`src/rtl/ddc_pkg.sv`:
```
// constants and types for the command spacing controller
package ddc_pkg;
   // command clock period in picoseconds
   localparam int CLK_PS = 20000;
   localparam int TW     = 6;
   localparam int BG_W   = 2;
   localparam int BA_W   = 2;
   localparam int NUM_BG = 4;
   localparam int NUM_BK = 16;
   localparam int FAW_SLOTS = 4;

   typedef enum logic [2:0] {
      CMD_NOP = 3'h0,
      CMD_ACT = 3'h1,
      CMD_RD  = 3'h3,
      CMD_WR  = 3'h2,
      CMD_PRE = 3'h6,
      CMD_MRS = 3'h7
   } ddc_cmd_type;

   localparam logic [1:0] PAGE_HALF = 2'h0;
   localparam logic [1:0] PAGE_1K   = 2'h1;
   localparam logic [1:0] PAGE_2K   = 2'h2;

   // larger of a cycle count and a time rounded up to whole cycles
   function automatic int ddc_cyc(input int nck, input int ps);
      int t;
      t = (ps + CLK_PS - 1) / CLK_PS;
      return (t > nck) ? t : nck;
   endfunction

   localparam int COLUMN_GAP_SAME_GROUP_NCK    = 4;
   localparam int COLUMN_GAP_SAME_GROUP_PS     = 5355;
   localparam int COLUMN_GAP_OTHER_GROUP_NCK   = 4;
   localparam int ACT_GAP_OTHER_2K_PS          = 5300;
   localparam int ACT_GAP_OTHER_1K_PS          = 3700;
   localparam int ACT_GAP_SAME_2K_PS           = 6400;
   localparam int ACT_GAP_SAME_1K_PS           = 5300;
   localparam int ACT_GAP_NCK                  = 4;
   localparam int FAW_2K_NCK = 28;
   localparam int FAW_2K_PS  = 30000;
   localparam int FAW_1K_NCK = 20;
   localparam int FAW_1K_PS  = 21000;
   localparam int FAW_HK_NCK = 16;
   localparam int FAW_HK_PS  = 15000;
   localparam int WTR_OTHER_NCK = 2;
   localparam int WTR_OTHER_PS  = 2500;
   localparam int WTR_SAME_NCK  = 4;
   localparam int WTR_SAME_PS   = 7500;
   localparam int CRC_MASK_NCK  = 5;
   localparam int CRC_MASK_PS   = 3750;
   localparam int RTP_NCK       = 4;
   localparam int RTP_PS        = 7500;
   localparam int WR_REC_PS     = 15000;
   localparam int MODE_SET_NCK  = 8;

   localparam int CCD_L_CYC    = ddc_cyc(COLUMN_GAP_SAME_GROUP_NCK,
                                         COLUMN_GAP_SAME_GROUP_PS);
   localparam int CCD_S_CYC    = COLUMN_GAP_OTHER_GROUP_NCK;
   localparam int RRD_S_2K_CYC = ddc_cyc(ACT_GAP_NCK, ACT_GAP_OTHER_2K_PS);
   localparam int RRD_S_1K_CYC = ddc_cyc(ACT_GAP_NCK, ACT_GAP_OTHER_1K_PS);
   localparam int RRD_L_2K_CYC = ddc_cyc(ACT_GAP_NCK, ACT_GAP_SAME_2K_PS);
   localparam int RRD_L_1K_CYC = ddc_cyc(ACT_GAP_NCK, ACT_GAP_SAME_1K_PS);
   localparam int FAW_2K_CYC   = ddc_cyc(FAW_2K_NCK, FAW_2K_PS);
   localparam int FAW_1K_CYC   = ddc_cyc(FAW_1K_NCK, FAW_1K_PS);
   localparam int FAW_HK_CYC   = ddc_cyc(FAW_HK_NCK, FAW_HK_PS);
   localparam int WTR_S_CYC    = ddc_cyc(WTR_OTHER_NCK, WTR_OTHER_PS);
   localparam int WTR_L_CYC    = ddc_cyc(WTR_SAME_NCK, WTR_SAME_PS);
   localparam int CRC_DM_CYC   = ddc_cyc(CRC_MASK_NCK, CRC_MASK_PS);
   localparam int RTP_CYC      = ddc_cyc(RTP_NCK, RTP_PS);
   localparam int WR_REC_CYC   = ddc_cyc(1, WR_REC_PS);
   localparam int MRD_CYC      = MODE_SET_NCK;
endpackage

```
`src/rtl/ddc_gap_timer.sv`:
```
// down counter that stays busy until a loaded gap has elapsed
`timescale 1ns/10ps
`default_nettype none
module ddc_gap_timer #(
   parameter int W = 6
) (
   // clock and reset
   input  wire logic         clk,
   input  wire logic         rst_n,
   // gap load
   input  wire logic         load,
   input  wire logic [W-1:0] value,
   // state
   output logic              busy
);
   logic [W-1:0] cnt_r;
   logic [W-1:0] cnt_nxt;

   // a new gap never shortens one already running
   always_comb begin
      cnt_nxt = cnt_r;
      if (cnt_r != {W{1'b0}}) begin
         cnt_nxt = cnt_r - 1'b1;
      end
      if (load && (value > cnt_nxt)) begin
         cnt_nxt = value;
      end
   end

   always_ff @(posedge clk) begin
      if (!rst_n) begin
         cnt_r <= {W{1'b0}};
      end else begin
         cnt_r <= cnt_nxt;
      end
   end

   assign busy = (cnt_r != {W{1'b0}});
endmodule
`default_nettype wire

```
`src/rtl/ddc_cmd_spacer.sv`:
```
// command issuer that holds each request until all spacing gaps have run
`timescale 1ns/10ps
`default_nettype none
module ddc_cmd_spacer
   import ddc_pkg::*;
#(
   // cycles from a write command to the start of its internal write
   parameter int WRITE_START_CYC = 0
) (
   // clock and reset
   input  wire logic            CORE_CLK,
   input  wire logic            RST_N,
   // configuration
   input  wire logic [1:0]      PAGE_SIZE,
   input  wire logic            CRC_DM_EN,
   // command request
   input  wire logic            REQ_VALID,
   input  wire logic [2:0]      REQ_CMD,
   input  wire logic [BG_W-1:0] REQ_BG,
   input  wire logic [BA_W-1:0] REQ_BA,
   output logic                 REQ_ACK,
   // command to the memory
   output logic                 CMD_VALID,
   output logic [2:0]           CMD_CODE,
   output logic [BG_W-1:0]      CMD_BG,
   output logic [BA_W-1:0]      CMD_BA
);
   localparam int FP_W = $clog2(FAW_SLOTS);

   logic                 ack_r;
   logic                 ack_nxt;
   logic                 cvalid_r;
   logic                 cvalid_nxt;
   logic [2:0]           ccode_r;
   logic [2:0]           ccode_nxt;
   logic [BG_W-1:0]      cbg_r;
   logic [BG_W-1:0]      cbg_nxt;
   logic [BA_W-1:0]      cba_r;
   logic [BA_W-1:0]      cba_nxt;
   logic [FP_W-1:0]      fptr_r;
   logic [FP_W-1:0]      fptr_nxt;

   logic                 ok;
   logic                 accept;
   logic [3:0]           bank;
   logic                 is_act;
   logic                 is_rd;
   logic                 is_wr;
   logic                 is_col;

   logic                 ccd_s_busy;
   logic                 rrd_s_busy;
   logic                 wtr_s_busy;
   logic                 mrd_busy;
   logic [NUM_BG-1:0]    ccd_l_busy;
   logic [NUM_BG-1:0]    rrd_l_busy;
   logic [NUM_BG-1:0]    wtr_l_busy;
   logic [NUM_BK-1:0]    pre_busy;
   logic [FAW_SLOTS-1:0] faw_busy;

   logic [TW-1:0]        rrd_s_val;
   logic [TW-1:0]        rrd_l_val;
   logic [TW-1:0]        faw_val;
   logic [TW-1:0]        wtr_s_val;
   logic [TW-1:0]        wtr_l_val;
   logic [TW-1:0]        wrec_val;
   logic [TW-1:0]        crc_add;

   // timers hold cycles-1 because the command leaves one cycle after accept
   localparam logic [TW-1:0] CCD_L_V    = TW'(CCD_L_CYC - 1);
   localparam logic [TW-1:0] CCD_S_V    = TW'(CCD_S_CYC - 1);
   localparam logic [TW-1:0] RRD_S_2K_V = TW'(RRD_S_2K_CYC - 1);
   localparam logic [TW-1:0] RRD_S_1K_V = TW'(RRD_S_1K_CYC - 1);
   localparam logic [TW-1:0] RRD_L_2K_V = TW'(RRD_L_2K_CYC - 1);
   localparam logic [TW-1:0] RRD_L_1K_V = TW'(RRD_L_1K_CYC - 1);
   localparam logic [TW-1:0] FAW_2K_V   = TW'(FAW_2K_CYC - 1);
   localparam logic [TW-1:0] FAW_1K_V   = TW'(FAW_1K_CYC - 1);
   localparam logic [TW-1:0] FAW_HK_V   = TW'(FAW_HK_CYC - 1);
   localparam logic [TW-1:0] WTR_S_V    = TW'(WTR_S_CYC + WRITE_START_CYC - 1);
   localparam logic [TW-1:0] WTR_L_V    = TW'(WTR_L_CYC + WRITE_START_CYC - 1);
   localparam logic [TW-1:0] CRC_DM_V   = TW'(CRC_DM_CYC);
   localparam logic [TW-1:0] RTP_V      = TW'(RTP_CYC - 1);
   localparam logic [TW-1:0] WR_REC_V   = TW'(WR_REC_CYC + WRITE_START_CYC - 1);
   localparam logic [TW-1:0] MRD_V      = TW'(MRD_CYC - 1);
   localparam logic [TW-1:0] ZERO_V     = TW'(0);

   assign bank   = {REQ_BG, REQ_BA};
   assign is_act = (REQ_CMD == CMD_ACT);
   assign is_rd  = (REQ_CMD == CMD_RD);
   assign is_wr  = (REQ_CMD == CMD_WR);
   assign is_col = is_rd | is_wr;

   // gap values picked by page size and the CRC plus mask mode
   always_comb begin
      crc_add   = CRC_DM_EN ? CRC_DM_V : ZERO_V;
      wtr_s_val = WTR_S_V + crc_add;
      wtr_l_val = WTR_L_V + crc_add;
      wrec_val  = WR_REC_V + crc_add;
      if (PAGE_SIZE == PAGE_2K) begin
         rrd_s_val = RRD_S_2K_V;
         rrd_l_val = RRD_L_2K_V;
         faw_val   = FAW_2K_V;
      end else if (PAGE_SIZE == PAGE_1K) begin
         rrd_s_val = RRD_S_1K_V;
         rrd_l_val = RRD_L_1K_V;
         faw_val   = FAW_1K_V;
      end else begin
         rrd_s_val = RRD_S_1K_V;
         rrd_l_val = RRD_L_1K_V;
         faw_val   = FAW_HK_V;
      end
   end

   // spacing check for the pending request
   always_comb begin
      case (REQ_CMD)
         CMD_ACT: ok = !rrd_s_busy && !rrd_l_busy[REQ_BG]
                       && !faw_busy[fptr_r];
         CMD_RD:  ok = !ccd_s_busy && !ccd_l_busy[REQ_BG]
                       && !wtr_s_busy && !wtr_l_busy[REQ_BG];
         CMD_WR:  ok = !ccd_s_busy && !ccd_l_busy[REQ_BG];
         CMD_PRE: ok = !pre_busy[bank];
         CMD_MRS: ok = !mrd_busy;
         default: ok = 1'b1;
      endcase
   end

   // the cycle after an accept is skipped so a held request is not reissued
   assign accept = REQ_VALID && ok && !ack_r;

   // device-wide timers
   ddc_gap_timer #(.W(TW)) u_ccd_s (
      .clk   (CORE_CLK),
      .rst_n (RST_N),
      .load  (accept && is_col),
      .value (CCD_S_V),
      .busy  (ccd_s_busy)
   );

   ddc_gap_timer #(.W(TW)) u_rrd_s (
      .clk   (CORE_CLK),
      .rst_n (RST_N),
      .load  (accept && is_act),
      .value (rrd_s_val),
      .busy  (rrd_s_busy)
   );

   ddc_gap_timer #(.W(TW)) u_wtr_s (
      .clk   (CORE_CLK),
      .rst_n (RST_N),
      .load  (accept && is_wr),
      .value (wtr_s_val),
      .busy  (wtr_s_busy)
   );

   ddc_gap_timer #(.W(TW)) u_mrd (
      .clk   (CORE_CLK),
      .rst_n (RST_N),
      .load  (accept && (REQ_CMD == CMD_MRS)),
      .value (MRD_V),
      .busy  (mrd_busy)
   );

   // per bank group timers
   genvar g;
   generate
      for (g = 0; g < NUM_BG; g++) begin : g_grp
         logic hit;
         assign hit = accept && (REQ_BG == BG_W'(g));

         ddc_gap_timer #(.W(TW)) u_ccd_l (
            .clk   (CORE_CLK),
            .rst_n (RST_N),
            .load  (hit && is_col),
            .value (CCD_L_V),
            .busy  (ccd_l_busy[g])
         );

         ddc_gap_timer #(.W(TW)) u_rrd_l (
            .clk   (CORE_CLK),
            .rst_n (RST_N),
            .load  (hit && is_act),
            .value (rrd_l_val),
            .busy  (rrd_l_busy[g])
         );

         ddc_gap_timer #(.W(TW)) u_wtr_l (
            .clk   (CORE_CLK),
            .rst_n (RST_N),
            .load  (hit && is_wr),
            .value (wtr_l_val),
            .busy  (wtr_l_busy[g])
         );
      end
   endgenerate

   // per bank precharge hold-off: the longer of read and write gaps wins
   genvar b;
   generate
      for (b = 0; b < NUM_BK; b++) begin : g_bank
         logic hit;
         assign hit = accept && (bank == 4'(b));

         ddc_gap_timer #(.W(TW)) u_pre (
            .clk   (CORE_CLK),
            .rst_n (RST_N),
            .load  (hit && is_col),
            .value (is_wr ? wrec_val : RTP_V),
            .busy  (pre_busy[b])
         );
      end
   endgenerate

   // rolling window: the slot to reuse holds the fourth-last activate
   genvar f;
   generate
      for (f = 0; f < FAW_SLOTS; f++) begin : g_faw
         ddc_gap_timer #(.W(TW)) u_faw (
            .clk   (CORE_CLK),
            .rst_n (RST_N),
            .load  (accept && is_act && (fptr_r == FP_W'(f))),
            .value (faw_val),
            .busy  (faw_busy[f])
         );
      end
   endgenerate

   always_comb begin
      ack_nxt    = accept;
      cvalid_nxt = accept;
      ccode_nxt  = accept ? REQ_CMD : CMD_NOP;
      cbg_nxt    = accept ? REQ_BG : cbg_r;
      cba_nxt    = accept ? REQ_BA : cba_r;
      fptr_nxt   = fptr_r;
      if (accept && is_act) begin
         fptr_nxt = fptr_r + 1'b1;
      end
   end

   always_ff @(posedge CORE_CLK) begin
      if (!RST_N) begin
         ack_r    <= 1'b0;
         cvalid_r <= 1'b0;
         ccode_r  <= CMD_NOP;
         cbg_r    <= {BG_W{1'b0}};
         cba_r    <= {BA_W{1'b0}};
         fptr_r   <= {FP_W{1'b0}};
      end else begin
         ack_r    <= ack_nxt;
         cvalid_r <= cvalid_nxt;
         ccode_r  <= ccode_nxt;
         cbg_r    <= cbg_nxt;
         cba_r    <= cba_nxt;
         fptr_r   <= fptr_nxt;
      end
   end

   assign REQ_ACK   = ack_r;
   assign CMD_VALID = cvalid_r;
   assign CMD_CODE  = ccode_r;
   assign CMD_BG    = cbg_r;
   assign CMD_BA    = cba_r;
endmodule
`default_nettype wire

```
`config.mk`:
```
export PLATFORM = sky130hd
export DESIGN_NAME = ddc_cmd_spacer
export DESIGN_NICKNAME = d
export VERILOG_FILES = /design/src/rtl/ddc_pkg.sv /design/src/rtl/ddc_gap_timer.sv /design/src/rtl/ddc_cmd_spacer.sv
export SDC_FILE = /design/constraint.sdc
export NUM_CORES = 1
export LEC_CHECK = 0
export ABC_AREA = 0
export BUFFER_PORTS_ARGS = -buffer_cell sky130_fd_sc_hd__buf_2
export CAP_MARGIN = 5
export CORE_MARGIN = 2
export CORE_UTILIZATION = 45
export DETAILED_ROUTE_END_ITERATION = 8
export GPL_ROUTABILITY_DRIVEN = 1
export PLACE_DENSITY = 0.59
export SETUP_SLACK_MARGIN = 0.1
export SLEW_MARGIN = 20
export SYNTH_ARGS = -nofsm -noshare
export SYNTH_HDL_FRONTEND = slang
export SYNTH_SLANG_ARGS = --single-unit
```
`constraint.sdc`:
```
create_clock -name CORE_CLK -period 6.43 [get_ports CORE_CLK]
set_input_delay 0.643 -clock CORE_CLK [delete_from_list [all_inputs] [get_ports CORE_CLK]]
set_output_delay 0.643 -clock CORE_CLK [all_outputs]
set_load 0.01 [all_outputs]
```
# Yosys cells after proc, flatten, opt, wreduce, memory -nomap -nowiden
# Cells that the tools add are included.
[totals]
input_bits = 13
register_bits = 226
[op_classes]
n_addsub = 39
n_eq_ne = 28
bitwise = 2
n_reduce_logical = 160
order_cmp = 39
muxes = 87
[op_table]
columns = ["op", "n"]
rows = [
  ["two-way mux 6 bit", 61],
  ["nonzero test 6 bit", 36],
  ["subtractor 6 x 1 -> 6 bit, second input constant", 36],
  ["logical AND 1 bit", 99],
  ["> comparator 3 x 6 -> 1 bit", 16],
  ["> comparator 2 x 6 -> 1 bit, first input constant", 10],
  ["== test 4 bit, second input constant", 8],
  ["> comparator 4 x 6 -> 1 bit", 5],
  ["> comparator 5 x 6 -> 1 bit", 4],
  ["OR reduction 2 bit", 11],
  ["two-way mux 2 bit", 10],
  ["== test 4 x 3 -> 1 bit, second input constant", 4],
  ["== test 2 bit, second input constant", 5],
  ["zero test 1 bit", 10],
  ["two-way mux 5 bit", 2],
  ["two-way mux 3 bit", 3],
  ["binary-select mux 1 bit (select 2 bit)", 4],
  ["== test 4 x 2 -> 1 bit, second input constant", 2],
  ["== test 2 x 1 -> 1 bit, second input constant", 3],
  ["== test 3 x 2 -> 1 bit, second input constant", 2],
  ["== test 3 bit, second input constant", 2],
  ["> comparator 3 x 6 -> 1 bit, first input constant", 1],
  ["< comparator 2 x 3 -> 1 bit, second input constant", 2],
  ["< comparator 4 x 5 -> 1 bit, second input constant", 1],
  ["other kinds (13)", 18],
]

# Depth between registers and ports, before layout
[logic_depth]
word_depth = 14
ltp_mapped = 14
depth_no_buf = 13

# Hierarchy
# Synthesis repeated with hierarchy kept, for this count alone.
[hier_totals]
hier_cells = 2557
area_unflattened_um2 = 21729.6
[modules_own_cells]
columns = ["module", "cells_each", "area_per_inst_um2", "instances"]
rows = [
  ["ddc_gap_timer (g_bank[0].u_pre ...)", 67, 571.8, 35],
  ["ddc_cmd_spacer", 144, 1154.9, 1],
  ["ddc_gap_timer (g_faw[1].u_faw)", 68, 561.8, 1],
]

# Least setup slack after synthesis
# No wires, ideal clock.
[synth_path]
kind = "input -> register"
start = "in REQ_CMD[2]"
end = "reg g_bank[5].u_pre.cnt_r[0]"
t_arrival_ps = 3596
slack_ps = 2760
cell_stages = 9
path_cell_list = "or3b_2 -> clkbuf_1 -> nor2_1 -> ha_1 -> and3_1 -> nor4_1 -> nand2_1 -> nor4_1 -> mux2i_1"
[synth_between]
elab_chain_cells = 8
[synth_rtl]
columns = ["item", "line_no", "text"]
rows = [
  ["start, declared", "ddc_cmd_spacer.sv:18", "input wire logic [2:0] REQ_CMD,"],
  ["branches (longest 7 deep; another with > comparator 3 x 6 -> 1 bit)", "--", ""],
  ["two-way mux 6 bit (*)", "ddc_gap_timer.sv:25", "if (load && (value > cnt_nxt)) begin"],
  ["end signal, assigned", "ddc_gap_timer.sv:32", "cnt_r <= {W{1'b0}};"],
  ["end signal, assigned", "ddc_gap_timer.sv:34", "cnt_r <= cnt_nxt;"],
  ["end, declared", "ddc_gap_timer.sv:16", "logic [W-1:0] cnt_r;"],
]
# Every way passes the cells marked *.
# A chain may end at the register's enable or synchronous reset.

# Final worst setup path
[layout_path]
start = "reg g_bank[4].u_pre.cnt_r[0]"
end = "reg g_bank[0].u_pre.cnt_r[1]"
[layout_between]
elab_chain_cells = 11
[layout_rtl]
columns = ["item", "line_no", "text"]
rows = [
  ["start, declared", "ddc_gap_timer.sv:16", ""],
  ["start signal, assigned", "ddc_gap_timer.sv:32", ""],
  ["start signal, assigned", "ddc_gap_timer.sv:34", ""],
  ["nonzero test 6 bit", "ddc_gap_timer.sv:38", "assign busy = (cnt_r != {W{1'b0}});"],
  ["binary-select mux 1 bit (select 4 bit)", "ddc_cmd_spacer.sv:122", "CMD_PRE: ok = !pre_busy[bank];"],
  ["two-way mux 1 bit (implied by the code)", "ddc_cmd_spacer.sv:122", ""],
  ["zero test 1 bit", "ddc_cmd_spacer.sv:122", ""],
  ["case mux 1 bit (5 select lines)", "ddc_cmd_spacer.sv:116", "case (REQ_CMD)"],
  ["logical AND 1 bit (2 in series)", "ddc_cmd_spacer.sv:129", "assign accept = REQ_VALID && ok && !ack_r;"],
  ["logical AND 1 bit", "ddc_cmd_spacer.sv:202", "assign hit = accept && (bank == 4'(b));"],
  ["logical AND 1 bit", "ddc_cmd_spacer.sv:207", ".load (hit && is_col),"],
  ["logical AND 1 bit", "ddc_gap_timer.sv:25", ""],
  ["two-way mux 6 bit", "ddc_gap_timer.sv:25", ""],
  ["end signal, assigned", "ddc_gap_timer.sv:32", ""],
  ["end signal, assigned", "ddc_gap_timer.sv:34", ""],
  ["end, declared", "ddc_gap_timer.sv:16", ""],
]
# No other way between the ends. The select of a mux whose other input is x is not followed.

==> metrics.md <==
| Metric | Value |
|---|---|
| Final worst setup slack | 2.565 ns |
| Type of destination of the critical path | flop |
| Crit-path max FO | 23 |
| Pwr Density | 617.7 nW/um^2 |
| Detailed-routing iteration count for the pre-antenna-repair pass | 5 |
| Outcome | complete, no violations |
| Number of synthesized flops with an enable pin | 0 |
| Startpoint kind of the worst setup timing path | flop |
| Max-Slew Margin vs Limit | 34.31% |
| Post-detailed-placement half-perimeter wirelength | 25390 um |
| Worst hold path class | in2reg |
| Drt total wl | 36500 um |
| Share of post-route cells with drive strength above 1 | 7.805% |
| Number of primary I/O pins | 22 |
| Total setup buffers inserted after CTS | 0 |
| Final setup viols | 0 |
| Layer carrying the most global-route usage | met2 |
| Number of remaining DRC errors | 0 |
| Fin Clk Skew | 0.009443 ns |
| Post-route design area | 16380 um^2 |
| Global-route wire length before repair | 59390 um |
| Total nets after synthesis | 1981 |
| Die width | 185.7 um |
| Initial DRC Count | 726 |
| Summed instance area of the synthesized netlist | 14850 um^2 |
| Post-synthesis register bit count | 226 |
| Vias in the first global route | 11768 |
| Pin count of the biggest net entering global routing | 68 |
| Total number of yosys warnings | 0 |
| Residual antenna-violating net count after detailed routing | 0 |
| Final GP Congestion | 0.8341 |
| Area added between synthesis and finish | 10.28% |
| Placeable core region | 32540 um^2 |
| Global-route usage over all layers | 21.16% |
| Clock insertion delay at the later pin of the skew report | 0.55 ns |
| Maximum resistive drop on vdd | 360.7 uV |
| Sequential cell area fraction in the yosys report | 30.46% |
| Antenna violations before repair | 1 |
| Top achievable clock speed | 258.7 MHz |
| Met2 routing resource usage after global routing | 34.42% |
| Proportion of synthesized flip-flops having asynchronous set or reset | 0% |
| Final cycle utilization of the critical path | 60.12% |
| Buffer type at the clock tree root | clkbuf_16 |
| Met1 capacity usage during global routing | 29.07% |
| Unrepaired setup endpoints after global routing | false |
| TritonCTS clock tree | done |
| Final Max Tran Viols | 0 |
| Setup CP Type | reg2reg |
| Final-report hold violation count | 0 |
| Post-synthesis average cell area | 8.175 um^2 |
| CP arrival | 4.30 ns |
| Number of port buffers | 21 |
| Number of sinks on the clock net | 226 |
| Register clock-pin slew on the reported worst setup and hold paths | 0.06 ns |
| Total vias in the final route | 12633 |
| Total clock buffers created by CTS | 28 |
| Post-synthesis cell count | 1817 |
| Number of buffers between clock root and the deepest sink | 3 |
| Minimum clock period | 3.865 ns |
| Overflow left after global routing | 0 |
| Leakage dissipation | 0.006807 uW |
| Required time at the worst-slack endpoint | 6.87 ns |
| Max Cap Viol | 0 |
| Routing usage on met3 | 3.424% |
| Site row count | 66 |
| Overall power after layout | 10120 uW |
| Netlist cell types | 74 |
| Transition at the pin with the smallest max-transition slack | 0.9854 ns |
| Resized Gates After CTS | 0 |
| Post-DR vias/cell | 5.521 |
| Initial core utilization | 45.65% |
| Area after detailed placement | 15390 um^2 |
| Pre-CTS WS | 2.378 ns |
| Per-cell routed wire length | 15.95 um |
| Number of nets at the end of the flow | 1989 |
| Floorplan die area | 34480 um^2 |
| Post-route core utilization | 50.35% |
| Total of fill cells in the finished design | 3178 |
| Number of H-tree levels | 1 |
| Leading register cell type out of synthesis | dfxtp_1 |
| Count of hold-fix buffers inserted at cts | 0 |
| Final total negative setup slack | 0 ns |
| Die outline height | 185.7 um |
## area by class of cell
type	count	area (um^2)	area share [%]
Clock buffer	44	932.1	5.690
Sequential cell	226	4524	27.62
Antenna cell	1	2.502	0.01528
Clock inverter	6	55.05	0.3361
Tap cell	442	553.0	3.376
Timing Repair Buffer	34	205.2	1.253
Multi-Input combinational cell	1430	9714	59.30
Inverter	105	395.4	2.413
## metal layers
metal	vias up	share of wire, %
li1	6438	-
met1	5913	48
met2	227	45
met3	55	4.7
met4	0	2.4
met5	-	0
## report_power, final
part	switching [uW]	internal, uW
combinational	3270	2590
clock	616	1020
sequential	600	2020
## cell usage after synthesis, types with 7 or more instances
| cell type | count | area, um^2 |
|---|---|---|
| clkbuf_1 | 36 | 135.1 |
| or2_2 | 18 | 112.6 |
| nor4_1 | 9 | 56.30 |
| o21a_1 | 29 | 217.7 |
| buf_2 | 8 | 40.04 |
| nor2_1 | 207 | 777.0 |
| a31oi_1 | 18 | 112.6 |
| nor3b_1 | 11 | 82.58 |
| nand2b_1 | 14 | 87.58 |
| o31ai_1 | 20 | 150.1 |
| or4_1 | 11 | 82.58 |
| a21o_1 | 20 | 150.1 |
| o2111ai_1 | 19 | 166.4 |
| nor4_2 | 12 | 150.1 |
| or3_1 | 21 | 131.4 |
| and3_1 | 19 | 118.9 |
| buf_1 | 10 | 37.54 |
| a21oi_1 | 94 | 470.5 |
| nand3_1 | 73 | 365.4 |
| nor3_1 | 83 | 415.4 |
| dfxtp_1 | 226 | 4524 |
| o21ai_0 | 63 | 315.3 |
| o21bai_1 | 7 | 52.55 |
| mux2i_1 | 60 | 600.6 |
| a311oi_1 | 9 | 78.83 |
| xnor2_1 | 82 | 718.2 |
| nand2_1 | 178 | 668.1 |
| xor2_1 | 54 | 473.0 |
| nor2b_1 | 34 | 212.7 |
| inv_1 | 105 | 394.1 |
| nand4_1 | 10 | 62.56 |
| ha_1 | 151 | 1889 |
## flip-flops by register name (all words and copies together) (netlist names)
name	cells
CMD_BA	2
g_grp.u_wtr_l.cnt_r	24
CMD_CODE	3
u_wtr_s.cnt_r	6
u_ccd_s.cnt_r	6
fptr_r	2
CMD_BG	2
u_mrd.cnt_r	6
g_bank.u_pre.cnt_r	96
u_rrd_s.cnt_r	6
g_grp.u_ccd_l.cnt_r	24
CMD_VALID	1
g_faw.u_faw.cnt_r	24
g_grp.u_rrd_l.cnt_r	24
## worst paths after layout
kind	cells after the start	slack (ns)	start	end
worst max-delay path	10	2.56	g_bank[4].u_pre.cnt_r[0]	g_bank[0].u_pre.cnt_r[1]
worst min register to register	2	0.48	g_bank[3].u_pre.cnt_r[5]	g_bank[3].u_pre.cnt_r[5]
worst max register to register	10	2.56	g_bank[4].u_pre.cnt_r[0]	g_bank[0].u_pre.cnt_r[1]
worst min-delay path	2	0.39	REQ_CMD[2]	CMD_CODE[2]
## layout by cell type (no fill, tap or decap), types with 7 or more instances in the layout
master	n
dfxtp_1	226
nor2_1	206
nand2_1	178
ha_1	151
inv_1	104
a21oi_1	94
nor3_1	83
xnor2_1	82
nand3_1	73
o21ai_0	63
mux2i_1	60
xor2_1	54
nor2b_1	34
o21a_1	29
clkbuf_16	29
or3_1	21
a21o_1	20
o31ai_1	20
buf_2	20
o2111ai_1	19
and3_1	19
or2_2	18
a31oi_1	18
clkbuf_8	15
nand2b_1	14
buf_4	14
nor4_2	12
nor3b_1	11
or4_1	11
nand4_1	10
nor4_1	9
a311oi_1	9
o21bai_1	7
## cell families after synthesis
logic type / Yosys count / share of synthesized area [%]
adder cells (fa/ha/maj): 151 / 12.72
AND/OR/NAND/NOR: 746 / 25.18
AO/OA/AOI/OAI: 328 / 14.46
flip-flops: 226 / 30.46
buffers and inverters: 161 / 4.212
XOR/XNOR: 136 / 8.019
multiplexers: 69 / 4.953
## critical path, stage by stage (launching register included)
cell and delay (ns):
dfxtp_1 0.31, inv_1 0.13, ha_1 0.18, nor2b_1 0.21, nand2_2 0.15, mux4_2 0.55, a2111o_1 0.48, o211ai_1 0.77
buf_4 0.43, nand3_1 0.21, o311a_1 0.34
## through the flow
stage          std cells  hold slack [ns]
2_1_floorplan       1817           0.4577
3_3_place_gp        2237           0.4696
3_5_place_dp        2237           0.4797
4_1_cts             2287           0.3535
5_1_grt             2288           0.3817
6_report            2288           0.3876
No activity file was read; power rests on OpenSTA's default activity.
